## src/hdl/lhi_pkg.sv

```systemverilog
// Package for the display host interface unit: strap codes, I2C address,
// carrier structs and timing figures.
// Assumes a single 100 MHz core clock.
package lhi_pkg;

	// ==========================================================
	// Host port selection
	typedef enum logic [1:0] {
		LHI_PORT_PAR = 2'b00,
		LHI_PORT_I2C = 2'b01,
		LHI_PORT_SPI = 2'b10,
		LHI_PORT_BAD = 2'b11
	} lhi_port_e;

	// ==========================================================
	// I2C address, control byte and status fields
	localparam logic [4:0] LHI_I2C_ADDR_HI   = 5'h0f;
	localparam int         LHI_CTRL_FOLLOW   = 7;
	localparam int         LHI_CTRL_RAM      = 6;
	localparam int         LHI_BUSY_BIT      = 7;

	// ==========================================================
	// Timing
	localparam int         LHI_CLK_MHZ       = 100;
	localparam int         LHI_BUSY_NS       = 400;
	localparam int         LHI_BUSY_CYC      = (LHI_BUSY_NS * LHI_CLK_MHZ) / 1000;
	localparam logic [7:0] LHI_BUSY_CYC_W    = 8'(LHI_BUSY_CYC);

	// ==========================================================
	// Delivered byte
	typedef struct packed {
		logic       is_data;
		logic [7:0] value;
	} lhi_byte_s;

	// Parallel pins
	typedef struct packed {
		logic       en;
		logic       rs;
		logic       rw;
		logic [7:0] db;
	} lhi_par_s;

endpackage

```

## src/hdl/lhi_host_if.sv

```systemverilog
// Host interface of the character display controller: parallel, SPI, I2C.
// Assumes all pins are asynchronous to mclk_i; serial clocks are sampled.
// Function
// Narrow mode: two transfers on upper lines
// Upper nibble first, lower nibble second
// Busy rises only after second nibble
// Wide mode: one transfer, eight lines
// Two straps choose parallel, I2C or SPI
// Host drives strobe, select, direction lines
// SPI uses chip select, data, clock pins
// SPI bits captured on rising clock
// Host ties select low, sets wide width
// SDA change during SCL high is control
// START falls, STOP rises, SCL high
// Master starts only on idle bus
// Acknowledge every received byte, ninth clock
// Reader withholds last ack; no drive
// Four addresses, low bits from straps
// Unmatched address: no ack, no action
// Control/data pairs until follow flag clear
// RAM flag routes data bytes to RAM
// I2C supports writes only
// Flag clear: bytes are instructions
// Data byte advances RAM pointer
// Width bit clear selects 4-bit transfers
// Status read returns busy on top bit
// SPI ignores clocks while deselected
// SPI MSB first, select sampled last bit
`timescale 1ns/1ps
module lhi_host_if
	import lhi_pkg::*;
(
	input  wire logic       mclk_i,
	input  wire logic       arst_n_i,
	input  wire logic       bus_select_strap_upper_i,
	input  wire logic       bus_select_strap_lower_i,
	input  wire logic       width_select_bit_i,
	input  wire logic       par_en_i,
	input  wire logic       reg_select_line_i,
	input  wire logic       par_rw_i,
	input  wire logic [7:0] db_i,
	input  wire logic [6:0] addr_counter_i,
	output logic      [7:0] db_o,
	output logic      [7:0] db_oe_n_o,
	output logic            byte_valid_o,
	output logic            byte_is_data_o,
	output logic      [7:0] byte_value_o,
	output logic      [6:0] ram_ptr_o,
	output logic            busy_indicator_o
);
	// ==========================================================
	// Pin synchronisation
	lhi_par_s par_raw;
	lhi_par_s par;
	logic [1:0] strap;

	assign par_raw = '{en: par_en_i, rs: reg_select_line_i, rw: par_rw_i, db: db_i};

	lhi_sync #(.W(13)) u_sync (
		.mclk_i   (mclk_i),
		.arst_n_i (arst_n_i),
		.async_i  ({bus_select_strap_upper_i, bus_select_strap_lower_i, par_raw}),
		.sync_o   ({strap, par})
	);

	// Straps are caught once the synchroniser has filled after reset release;
	// an earlier capture would see the flops' reset zeros, not the pins
	lhi_port_e  port_reg;
	logic       strap_done_reg;
	logic [1:0] strap_age_reg;

	always_ff @(posedge mclk_i or negedge arst_n_i) begin
		if (!arst_n_i) begin
			port_reg       <= LHI_PORT_PAR;
			strap_done_reg <= 1'b0;
			strap_age_reg  <= 2'h0;
		end else if (!strap_done_reg) begin
			strap_age_reg <= strap_age_reg + 2'h1;
			if (strap_age_reg == 2'h2) begin
				port_reg       <= lhi_port_e'(strap);
				strap_done_reg <= 1'b1;
			end
		end
	end

	// Serial pins share the upper data lines
	logic cs_n;
	logic spi_si;
	logic spi_ck;
	logic sda;
	logic scl;
	logic [1:0] addr_strap;

	assign cs_n       = par.db[5];
	assign spi_si     = par.db[7];
	assign spi_ck     = par.db[6];
	assign sda        = par.db[6];
	assign scl        = par.db[7];
	assign addr_strap = par.db[1:0];

	// Previous samples for edge detection
	logic en_d_reg;
	logic cs_d_reg;
	logic ck_d_reg;
	logic sda_d_reg;
	logic scl_d_reg;

	always_ff @(posedge mclk_i or negedge arst_n_i) begin
		if (!arst_n_i) begin
			en_d_reg  <= 1'b0;
			cs_d_reg  <= 1'b1;
			ck_d_reg  <= 1'b1;
			sda_d_reg <= 1'b1;
			scl_d_reg <= 1'b1;
		end else begin
			en_d_reg  <= par.en;
			cs_d_reg  <= cs_n;
			ck_d_reg  <= spi_ck;
			sda_d_reg <= sda;
			scl_d_reg <= scl;
		end
	end

	logic en_fall;
	logic ck_rise;
	logic cs_fall;
	logic i2c_start;
	logic i2c_stop;
	logic scl_rise;
	logic scl_fall;

	assign en_fall   = en_d_reg && !par.en;
	assign ck_rise   = !ck_d_reg && spi_ck && !cs_n;
	assign cs_fall   = cs_d_reg && !cs_n;
	assign scl_rise  = !scl_d_reg && scl;
	assign scl_fall  = scl_d_reg && !scl;
	assign i2c_start = scl && scl_d_reg && sda_d_reg && !sda;
	assign i2c_stop  = scl && scl_d_reg && !sda_d_reg && sda;

	// ==========================================================
	// Common byte delivery
	logic       busy;
	logic       par_put;
	logic       spi_put;
	logic       i2c_put;
	lhi_byte_s  par_byte;
	lhi_byte_s  spi_byte;
	lhi_byte_s  i2c_byte;
	lhi_byte_s  out_next;
	logic       put_any;
	logic       busy_start;

	always_comb begin
		out_next = par_byte;
		put_any  = 1'b0;
		unique case (port_reg)
			LHI_PORT_PAR: begin
				out_next = par_byte;
				put_any  = par_put;
			end
			LHI_PORT_SPI: begin
				out_next = spi_byte;
				put_any  = spi_put;
			end
			LHI_PORT_I2C: begin
				out_next = i2c_byte;
				put_any  = i2c_put;
			end
			default: begin
				put_any  = 1'b0;
			end
		endcase
	end

	assign busy_start = put_any && strap_done_reg;

	lhi_busy u_busy (
		.mclk_i   (mclk_i),
		.arst_n_i (arst_n_i),
		.start_i  (busy_start),
		.busy_o   (busy)
	);

	always_ff @(posedge mclk_i or negedge arst_n_i) begin
		if (!arst_n_i) begin
			byte_valid_o   <= 1'b0;
			byte_is_data_o <= 1'b0;
			byte_value_o   <= 8'h00;
		end else begin
			byte_valid_o <= busy_start;
			if (busy_start) begin
				byte_is_data_o <= out_next.is_data;
				byte_value_o   <= out_next.value;
			end
		end
	end

	always_ff @(posedge mclk_i or negedge arst_n_i) begin
		if (!arst_n_i) begin
			busy_indicator_o <= 1'b0;
		end else begin
			busy_indicator_o <= busy || busy_start;
		end
	end

	// Data bytes advance the RAM pointer on every port
	always_ff @(posedge mclk_i or negedge arst_n_i) begin
		if (!arst_n_i) begin
			ram_ptr_o <= 7'h00;
		end else if (busy_start && out_next.is_data) begin
			ram_ptr_o <= ram_ptr_o + 7'h01;
		end
	end

	// ==========================================================
	// Parallel port
	logic       nib_second_reg;
	logic [3:0] nib_hi_reg;
	logic       par_write;

	assign par_write = (port_reg == LHI_PORT_PAR) && en_fall && !par.rw;

	always_ff @(posedge mclk_i or negedge arst_n_i) begin
		if (!arst_n_i) begin
			nib_second_reg <= 1'b0;
			nib_hi_reg     <= 4'h0;
		end else if (!width_select_bit_i && en_fall) begin
			nib_second_reg <= !nib_second_reg;
			if (!nib_second_reg) begin
				nib_hi_reg <= par.db[7:4];
			end
		end else if (width_select_bit_i) begin
			nib_second_reg <= 1'b0;
		end
	end

	always_comb begin
		par_byte.is_data = par.rs;
		if (width_select_bit_i) begin
			par_byte.value = par.db;
			par_put        = par_write;
		end else begin
			par_byte.value = {nib_hi_reg, par.db[7:4]};
			par_put        = par_write && nib_second_reg;
		end
	end

	// Status and data read drive
	logic [7:0] rd_word;
	logic       rd_active;
	logic       rd_lo_nib;
	logic       i2c_ack_drv;

	assign rd_active = (port_reg == LHI_PORT_PAR) && par.en && par.rw;
	assign rd_lo_nib = !width_select_bit_i && nib_second_reg;
	assign rd_word   = par.rs ? byte_value_o : {busy_indicator_o, addr_counter_i};

	always_ff @(posedge mclk_i or negedge arst_n_i) begin
		if (!arst_n_i) begin
			db_o      <= 8'h00;
			db_oe_n_o <= 8'hff;
		end else if (port_reg == LHI_PORT_I2C) begin
			db_o      <= 8'h00;
			db_oe_n_o <= {1'b1, !i2c_ack_drv, 6'h3f};
		end else if (rd_active) begin
			db_o      <= rd_lo_nib ? {rd_word[3:0], 4'h0} : rd_word;
			db_oe_n_o <= width_select_bit_i ? 8'h00 : 8'h0f;
		end else begin
			db_o      <= 8'h00;
			db_oe_n_o <= 8'hff;
		end
	end

	// ==========================================================
	// SPI port
	logic [6:0] spi_sh_reg;
	logic [2:0] spi_cnt_reg;

	always_ff @(posedge mclk_i or negedge arst_n_i) begin
		if (!arst_n_i) begin
			spi_sh_reg  <= 7'h00;
			spi_cnt_reg <= 3'h0;
		end else if (cs_fall || cs_n) begin
			spi_cnt_reg <= 3'h0;
		end else if (ck_rise) begin
			spi_sh_reg  <= {spi_sh_reg[5:0], spi_si};
			spi_cnt_reg <= spi_cnt_reg + 3'h1;
		end
	end

	assign spi_put  = (port_reg == LHI_PORT_SPI) && ck_rise && (spi_cnt_reg == 3'h7);
	assign spi_byte = '{is_data: par.rs, value: {spi_sh_reg, spi_si}};

	// ==========================================================
	// I2C slave, write only
	typedef enum logic [2:0] {
		I2C_IDLE = 3'b000,
		I2C_ADDR = 3'b001,
		I2C_CTRL = 3'b010,
		I2C_PAIR = 3'b011,
		I2C_DATA = 3'b100,
		I2C_SKIP = 3'b101
	} lhi_i2c_e;

	lhi_i2c_e   i2c_st_reg;
	logic [7:0] i2c_sh_reg;
	logic [3:0] i2c_bit_reg;
	logic       ctl_follow_reg;
	logic       ctl_ram_reg;
	logic       byte_done;
	logic [7:0] rx_byte;

	assign byte_done = scl_rise && (i2c_bit_reg == 4'h7);
	assign rx_byte   = {i2c_sh_reg[6:0], sda};

	always_ff @(posedge mclk_i or negedge arst_n_i) begin
		if (!arst_n_i) begin
			i2c_sh_reg  <= 8'h00;
			i2c_bit_reg <= 4'h0;
		end else if (i2c_start || i2c_stop) begin
			i2c_bit_reg <= 4'h0;
		end else if (scl_rise) begin
			i2c_sh_reg  <= rx_byte;
			i2c_bit_reg <= (i2c_bit_reg == 4'h8) ? 4'h0 : i2c_bit_reg + 4'h1;
		end
	end

	// Ack is held from the falling edge after bit 8 to the next falling edge
	always_ff @(posedge mclk_i or negedge arst_n_i) begin
		if (!arst_n_i) begin
			i2c_ack_drv <= 1'b0;
		end else if (i2c_start || i2c_stop || port_reg != LHI_PORT_I2C) begin
			i2c_ack_drv <= 1'b0;
		end else if (scl_fall) begin
			i2c_ack_drv <= (i2c_bit_reg == 4'h8) && (i2c_st_reg != I2C_IDLE)
				&& (i2c_st_reg != I2C_SKIP);
		end
	end

	always_ff @(posedge mclk_i or negedge arst_n_i) begin
		if (!arst_n_i) begin
			i2c_st_reg     <= I2C_IDLE;
			ctl_follow_reg <= 1'b0;
			ctl_ram_reg    <= 1'b0;
		end else if (i2c_stop || port_reg != LHI_PORT_I2C) begin
			i2c_st_reg <= I2C_IDLE;
		end else if (i2c_start) begin
			i2c_st_reg <= I2C_ADDR;
		end else if (scl_fall && i2c_bit_reg == 4'h8 && !i2c_ack_drv) begin
			unique case (i2c_st_reg)
				I2C_IDLE: i2c_st_reg <= I2C_IDLE;
				I2C_ADDR: i2c_st_reg <= I2C_SKIP;
				I2C_CTRL: i2c_st_reg <= I2C_CTRL;
				I2C_PAIR: i2c_st_reg <= I2C_PAIR;
				I2C_DATA: i2c_st_reg <= I2C_DATA;
				I2C_SKIP: i2c_st_reg <= I2C_SKIP;
				default:  i2c_st_reg <= I2C_IDLE;
			endcase
		end else if (byte_done) begin
			unique case (i2c_st_reg)
				I2C_ADDR: begin
					// Read requests and foreign addresses are ignored
					if (rx_byte[7:1] == {LHI_I2C_ADDR_HI, addr_strap} && !rx_byte[0]) begin
						i2c_st_reg <= I2C_CTRL;
					end else begin
						i2c_st_reg <= I2C_SKIP;
					end
				end
				I2C_CTRL: begin
					ctl_follow_reg <= rx_byte[LHI_CTRL_FOLLOW];
					ctl_ram_reg    <= rx_byte[LHI_CTRL_RAM];
					i2c_st_reg     <= rx_byte[LHI_CTRL_FOLLOW] ? I2C_PAIR : I2C_DATA;
				end
				I2C_PAIR: i2c_st_reg <= ctl_follow_reg ? I2C_CTRL : I2C_DATA;
				I2C_DATA: i2c_st_reg <= I2C_DATA;
				I2C_IDLE: i2c_st_reg <= I2C_IDLE;
				I2C_SKIP: i2c_st_reg <= I2C_SKIP;
				default:  i2c_st_reg <= I2C_IDLE;
			endcase
		end
	end

	assign i2c_put  = byte_done && ((i2c_st_reg == I2C_PAIR) || (i2c_st_reg == I2C_DATA));
	assign i2c_byte = '{is_data: ctl_ram_reg, value: rx_byte};

endmodule // lhi_host_if

```

## src/hdl/lhi_sync.sv

```systemverilog
// Two-flop synchroniser bank for pins entering the core clock domain.
// Assumes inputs are asynchronous levels.
`timescale 1ns/1ps
module lhi_sync #(
	parameter int W = 1
) (
	input  wire logic         mclk_i,
	input  wire logic         arst_n_i,
	input  wire logic [W-1:0] async_i,
	output logic      [W-1:0] sync_o
);
	logic [W-1:0] meta_reg;

	always_ff @(posedge mclk_i or negedge arst_n_i) begin
		if (!arst_n_i) begin
			meta_reg <= '0;
			sync_o   <= '0;
		end else begin
			meta_reg <= async_i;
			sync_o   <= meta_reg;
		end
	end
endmodule // lhi_sync

```

## src/hdl/lhi_busy.sv

```systemverilog
// Busy timer: raised for a fixed count after each delivered byte.
// Assumes start_i is a one-cycle pulse on the core clock.
`timescale 1ns/1ps
module lhi_busy
	import lhi_pkg::*;
(
	input  wire logic mclk_i,
	input  wire logic arst_n_i,
	input  wire logic start_i,
	output logic      busy_o
);
	logic [7:0] cnt_reg;

	always_ff @(posedge mclk_i or negedge arst_n_i) begin
		if (!arst_n_i) begin
			cnt_reg <= 8'h00;
		end else if (start_i) begin
			cnt_reg <= LHI_BUSY_CYC_W;
		end else if (cnt_reg != 8'h00) begin
			cnt_reg <= cnt_reg - 8'h01;
		end
	end

	assign busy_o = (cnt_reg != 8'h00);
endmodule // lhi_busy

```

## config.mk

```make
export PLATFORM = sky130hd
export DESIGN_NAME = lhi_host_if
export DESIGN_NICKNAME = d
export VERILOG_FILES = /design/src/hdl/lhi_pkg.sv /design/src/hdl/lhi_host_if.sv /design/src/hdl/lhi_sync.sv /design/src/hdl/lhi_busy.sv
export SDC_FILE = /design/constraint.sdc
export NUM_CORES = 1
export LEC_CHECK = 0
export BUFFER_PORTS_ARGS = -buffer_cell sky130_fd_sc_hd__buf_2
export CORE_MARGIN = 2
export CORE_UTILIZATION = 58
export DETAILED_ROUTE_END_ITERATION = 12
export PLACE_DENSITY = 0.87
export SYNTH_ARGS = -nofsm -noshare
export SYNTH_HDL_FRONTEND = slang
export SYNTH_SLANG_ARGS = --single-unit
```

## constraint.sdc

```tcl
create_clock -name mclk_i -period 2.9 [get_ports mclk_i]
set_input_delay 0.29 -clock mclk_i [delete_from_list [all_inputs] [get_ports mclk_i]]
set_output_delay 0.29 -clock mclk_i [all_outputs]
set_load 0.02 [all_outputs]
```

Word-level counts from Yosys, hierarchy flattened
Cells that the tools add are included.
{"block": "word_totals", "out_inout_bits": 34, "elab_cells": 146, "reg_bits": 109, "input_bits": 23}
{"block": "classes", "reduce_logical": 60, "eq_ne": 14, "n_mux": 33, "bitwise_logic": 7, "addsub": 5}
{"op": "8-bit two-way mux", "n": 9}
{"op": "1-bit logical AND", "n": 29}
{"op": "3-bit two-way mux", "n": 9}
{"op": "9-bit case mux with 2 select lines", "n": 1}
{"op": "4-bit two-way mux", "n": 4}
{"op": "3-bit case mux with 5 select lines", "n": 1}
{"op": "3-bit case mux with 4 select lines", "n": 1}
{"op": "1-bit zero test", "n": 10}
{"op": "2-bit nonzero test", "n": 5}
{"op": "3-bit equality test, second input constant", "n": 3}
{"op": "2-bit AND reduction", "n": 4}
{"op": "8-bit nonzero test", "n": 1}
{"op": "8-bit by 1-bit subtractor with 8-bit output, second input constant", "n": 1}
{"op": "7-bit by 1-bit adder with 7-bit output, second input constant", "n": 1}
{"op": "7-bit by 6-bit equality test with 1-bit output", "n": 1}
{"op": "1-bit two-way mux", "n": 7}
{"op": "1-bit inverter", "n": 7}
{"op": "3-bit by 2-bit equality test with 1-bit output, second input constant", "n": 2}
{"op": "1-bit logical OR", "n": 6}
{"op": "5-bit AND reduction", "n": 1}
{"op": "4-bit by 1-bit adder with 4-bit output, second input constant", "n": 1}
{"op": "2-bit equality test, second input constant", "n": 2}
{"op": "4-bit by 3-bit equality test with 1-bit output, second input constant", "n": 1}
{"op": "4-bit equality test, second input constant", "n": 1}
{"op": "11 further kinds", "n": 11}

Longest topological paths before layout
{"block": "logic_depth", "ltp_word": 9, "depth_mapped": 11, "ltp_nobuf": 9}

Cells and area by module
A second synthesis with hierarchy kept.
{"block": "hier_totals", "cells_unflattened": 395, "hier_area_um2": 4652.0}
{"module": "lhi_host_if", "instances": 1, "area_per_inst_um2": 3552.2, "cells_each": 323, "seq_area_each_um2": 1759.2}
{"module": "lhi_sync", "instances": 1, "area_per_inst_um2": 650.6, "cells_each": 26, "seq_area_each_um2": 650.6}
{"module": "lhi_busy", "instances": 1, "area_per_inst_um2": 449.2, "cells_each": 46, "seq_area_each_um2": 200.2}

Worst setup path after synthesis
Ideal clock, no wire load.
{"block": "synth_timing", "path_kind": "flip-flop to flip-flop", "from": "register port_reg[0]", "to": "register byte_value_o[7]", "path_stages_with_launch": 11, "setup_slack_ns": 0.823, "arrival_ns": 1.950, "required_time_ns": 2.773, "path_cell_list": "dfrtp_1 -> inv_1 -> ha_1 -> clkbuf_1 -> nand2_1 -> or3_4 -> nand3_4 -> nand2_4 -> inv_8 -> buf_12 -> mux2_1"}
{"block": "synth_via", "elab_chain_cells": 7, "word_cells_on_any_way": 12}
{"element": "from (decl)", "line": "lhi_host_if.sv:68", "text": "lhi_port_e port_reg;"}
{"element": "from (signal assigned)", "line": "lhi_host_if.sv:80", "text": "port_reg <= lhi_port_e'(strap);"}
{"element": "2-bit zero test", "line": "lhi_host_if.sv:156, lhi_host_if.sv:221"}
{"element": "1-bit logical AND (2 in series)", "line": "lhi_host_if.sv:221", "text": "assign par_write = (port_reg == LHI_PORT_PAR) && en_fall && !par.rw;"}
{"element": "1-bit logical AND", "line": "lhi_host_if.sv:244", "text": "par_put = par_write && nib_second_reg;"}
{"element": "1-bit two-way mux", "line": "lhi_host_if.sv:239", "text": "if (width_select_bit_i) begin"}
{"element": "1-bit case mux with 3 select lines *", "line": "lhi_host_if.sv:156", "text": "unique case (port_reg)"}
{"element": "1-bit logical AND *", "line": "lhi_host_if.sv:175", "text": "assign busy_start = put_any && strap_done_reg;"}
{"element": "named net busy_start", "line": "lhi_host_if.sv:151", "text": "logic busy_start;"}
{"element": "to (signal assigned)", "line": "lhi_host_if.sv:193", "text": "byte_value_o <= out_next.value;"}
{"element": "to (decl)", "line": "lhi_host_if.sv:47", "text": "output logic [7:0] byte_value_o,"}
The timed path passes the listed nets; every way through them passes the cells marked *.
A chain may end at the register's enable or synchronous reset.

Final worst setup path
{"block": "layout_timing", "from": "register port_reg[1]", "to": "register byte_value_o[6]"}
{"block": "layout_via", "elab_chain_cells": 7, "word_cells_on_any_way": 12}
{"element": "2-bit zero test", "line": "lhi_host_if.sv:156, lhi_host_if.sv:221"}
{"element": "1-bit logical AND (2 in series)", "line": "lhi_host_if.sv:221"}
{"element": "1-bit logical AND", "line": "lhi_host_if.sv:244"}
{"element": "1-bit two-way mux", "line": "lhi_host_if.sv:239"}
{"element": "1-bit case mux with 3 select lines", "line": "lhi_host_if.sv:156"}
{"element": "1-bit logical AND", "line": "lhi_host_if.sv:175"}
Several ways; a longest one is shown, not always the timed one.

==> flow_summary.json <==
{
  "crit_path_start_kind": "register",
  "io_buffers": 56,
  "finalMaxSlewViolations": 0,
  "dr.first_iter.drc_count": 217,
  "timing.rr.start": "port_reg[1]",
  "path_class": "reg2reg",
  "antenna_cells": 0,
  "p_leak_nw": 2.41,
  "synth_top_area_share_pct": 52.3,
  "io_pins": 57,
  "final_cells": 547,
  "synth-seq-cells": 104,
  "ys_seq_area_share_pct": 55.6,
  "reg2reg_setup_slack_ns": 0.67,
  "synth.largest_area_cell": "dfrtp_1",
  "setup_slack_ns": 0.667,
  "antenna_found_initial": 0,
  "ys_warn_count": 0,
  "clk_pin_slew_ns": 0.10,
  "synth_flop_cell": "dfrtp_1",
  "tightest_slew_ns": 0.723,
  "rsz0062_at_grt": "no",
  "synth_area_per_cell_sq_um": 11.9,
  "synthArstFlopShare_pct": 100,
  "overflow": 0,
  "layout-drive-gt1-share_pct": 26.5,
  "crit_chain": "inv_1 > ha_1 > and2_1 > o2111ai_2 > nand3_4 > nand2_4 > inv_8 > mux2_2",
  "hold_violations": 0,
  "worst_hold_path_type": "in2reg",
  "outcome": "finished, final reports clean",
  "dieWidth_microns": 94.0,
  "nets": 476,
  "syn_inst": 393,
  "worstRegToRegCells": 8,
  "drv_cap": 0,
  "setup_viol": 0,
  "design.core.area_sq_mm": 0.00777,
  "nFillCells": 556,
  "fin_crit_ns": 2.23,
  "synth_area_leaders": "dfrtp_1 (52%), mux2_2 (4.8%), ha_1 (3.5%), dfstp_2 (3.4%), nand2_1 (3.0%)",
  "grt_pass1_vias": 3082,
  "area_delta_synth_final_pct": 10.7,
  "skew_ns": 0.0209,
  "synth_fp_nets": 429,
  "max_freq_ghz": 0.448,
  "power.density_mw_per_mm2": 627,
  "max_stage_delay_ns": 0.45,
  "place_congestion": 0.866,
  "synthDistinctLibCells": 65,
  "holdPathEnd": "u_sync.meta_reg[12]",
  "relSlewSlack_pct": 51.4,
  "drt.antenna.violating_nets": 0,
  "r2r-end": "byte_value_o[6]",
  "clock-sinks": 104,
  "hold_path.startpoint": "bus_select_strap_upper_i",
  "root_buffer": "clkbuf_8",
  "required_ns": 3.16,
  "totalNegativeSetupSlack_ns": 0,
  "synth-edff-count": 0,
  "vias_per_cell": 5.70,
  "hold_ws_ns": 0.0148,
  "crit_path_top_delay_cell": "ha_1",
  "detail_route.wl_per_cell_microns": 16.7,
  "grt_max_degree": 55,
  "seqCellArea_sq_mm": 0.00261,
  "min_period_over_period_pct": 77.0,
  "clock_path_buffers": 2,
  "syn_area_sq_mm": 0.00469,
  "clk_latency_ns": 0.38,
  "power_mw": 3.26,
  "whs_path_depth": 1,
  "irDropWorstVdd_mv": 0.434,
  "first_pass_iters": 5,
  "cts_max_level": 3,
  "dieArea_sq_mm": 0.00883,
  "cts_made_buffers": 9,
  "fp-row-count": 32,
  "cp-end-kind": "register",
  "multi_input_area_sq_mm": 0.00187,
  "crit_arrival_ns": 2.49,
  "die_h_microns": 94.0,
  "dp.final_hpwl_microns": 6570,
  "grt.total_usage_pct": 22.6,
  "vias": 3118,
  "drc": 0,
  "dp_cells": 530,
  "start_util_pct": 60.4,
  "grt_pass1_wl_microns": 15200,
  "dp_slack_ns": 0.698,
  "cts_tree": "done",
  "path_max_fanout": 18,
  "drt_wl_total_microns": 9130
}
[per-stage QoR]
stage,cell area [sq um],util [%]
finish,5190,66.9
floorplan,4690,-
global route,5190,66.9
global placement,4990,64.2
detailed placement,4990,64.2
CTS,5190,66.9
[layer usage]
metal,vias to the layer above,wire length [microns],track usage (%)
li1,1465,-,-
met1,1533,3840,30.6
met2,111,4570,37.1
met3,9,615,4.49
met4,0,110,7.25
met5,-,0,0
[kinds of logic (layout without fill, tap and decap cells)]
kind of cell | Yosys count | count (layout) | synth area share, %
AO/OA/AOI/OAI | 61 | 61 | 8.80
XOR/XNOR | 15 | 15 | 2.80
adder cells (fa/ha/maj) | 13 | 13 | 3.47
buffers and inverters | 39 | 91 | 4.51
flip-flops | 104 | 104 | 55.6
multiplexers | 36 | 36 | 9.41
AND/OR/NAND/NOR | 125 | 125 | 15.4
[worst max-delay path, delay by kind of cell (launching register included)]
family,cells,cell delay [ns]
adder cells (fa/ha/maj),1,0.45
flip-flops,1,0.43
multiplexers,1,0.35
buffers and inverters,2,0.25
AND/OR/NAND/NOR,3,0.48
AO/OA/AOI/OAI,1,0.16
[timing repair]
item                      CTS  global route
hold endpoints to repair   49             0
hold buffers                1             0
resized for setup           0             0
setup buffers               0             0
[layout make-up]
| cell class | instances | share of cell area (%) |
|---|---|---|
| Clock inverter | 6 | 1.16 |
| Clock buffer | 10 | 2.65 |
| Multi-Input combinational cell | 250 | 36.0 |
| Timing Repair Buffer | 59 | 6.17 |
| Inverter | 16 | 1.30 |
| Sequential cell | 104 | 50.2 |
| Tap cell | 102 | 2.46 |
[worst max path at each step]
stage                      endpoint        startpoint
CTS                    ram_ptr_o[1]       port_reg[1]
detailed placement     ram_ptr_o[1]       port_reg[1]
floorplan           byte_value_o[7]       port_reg[0]
global route           ram_ptr_o[1]  u_sync.sync_o[7]
global placement       ram_ptr_o[1]       port_reg[1]
finish              byte_value_o[6]       port_reg[1]
[cell usage in the layout (no fill, tap or decap), types with 10 or more instances in the layout]
master | Yosys | layout
nand2_1 | 37 | 37
xnor2_1 | 10 | 10
ha_1 | 13 | 13
a21oi_1 | 17 | 17
inv_1 | 15 | 15
nor2b_1 | 13 | 13
buf_2 | 3 | 55
mux2_2 | 20 | 20
nor2_1 | 17 | 17
o21ai_0 | 10 | 10
mux2i_1 | 10 | 10
clkbuf_8 | 0 | 10
dfrtp_1 | 98 | 98
[Yosys cell counts (all sizes together), types with 2 or more instances]
cell      n
ha       13
nor3     11
nand2    39
nand3     7
dfrtp    98
xnor2    10
a22o      2
o2111ai   2
and2      5
o21ai    10
o31ai     3
or3       2
nand2b    8
mux4      4
mux2     22
nor2b    13
nand4     3
or4b      2
inv      16
buf      13
mux2i    10
nor3b     3
clkbuf   10
and3      3
a211oi    9
xor2      5
a22oi     8
a21oi    17
nor4      4
dfstp     6
nor2     17
[power breakdown]
group	internal [mW]	total (mW)	leakage, nW	switching (mW)
combinational	0.256	0.566	1.03	0.310
sequential	1.63	1.82	1.29	0.184
clock	0.355	0.876	0.0942	0.521
Note: power is estimated with default switching activity, not from simulation.
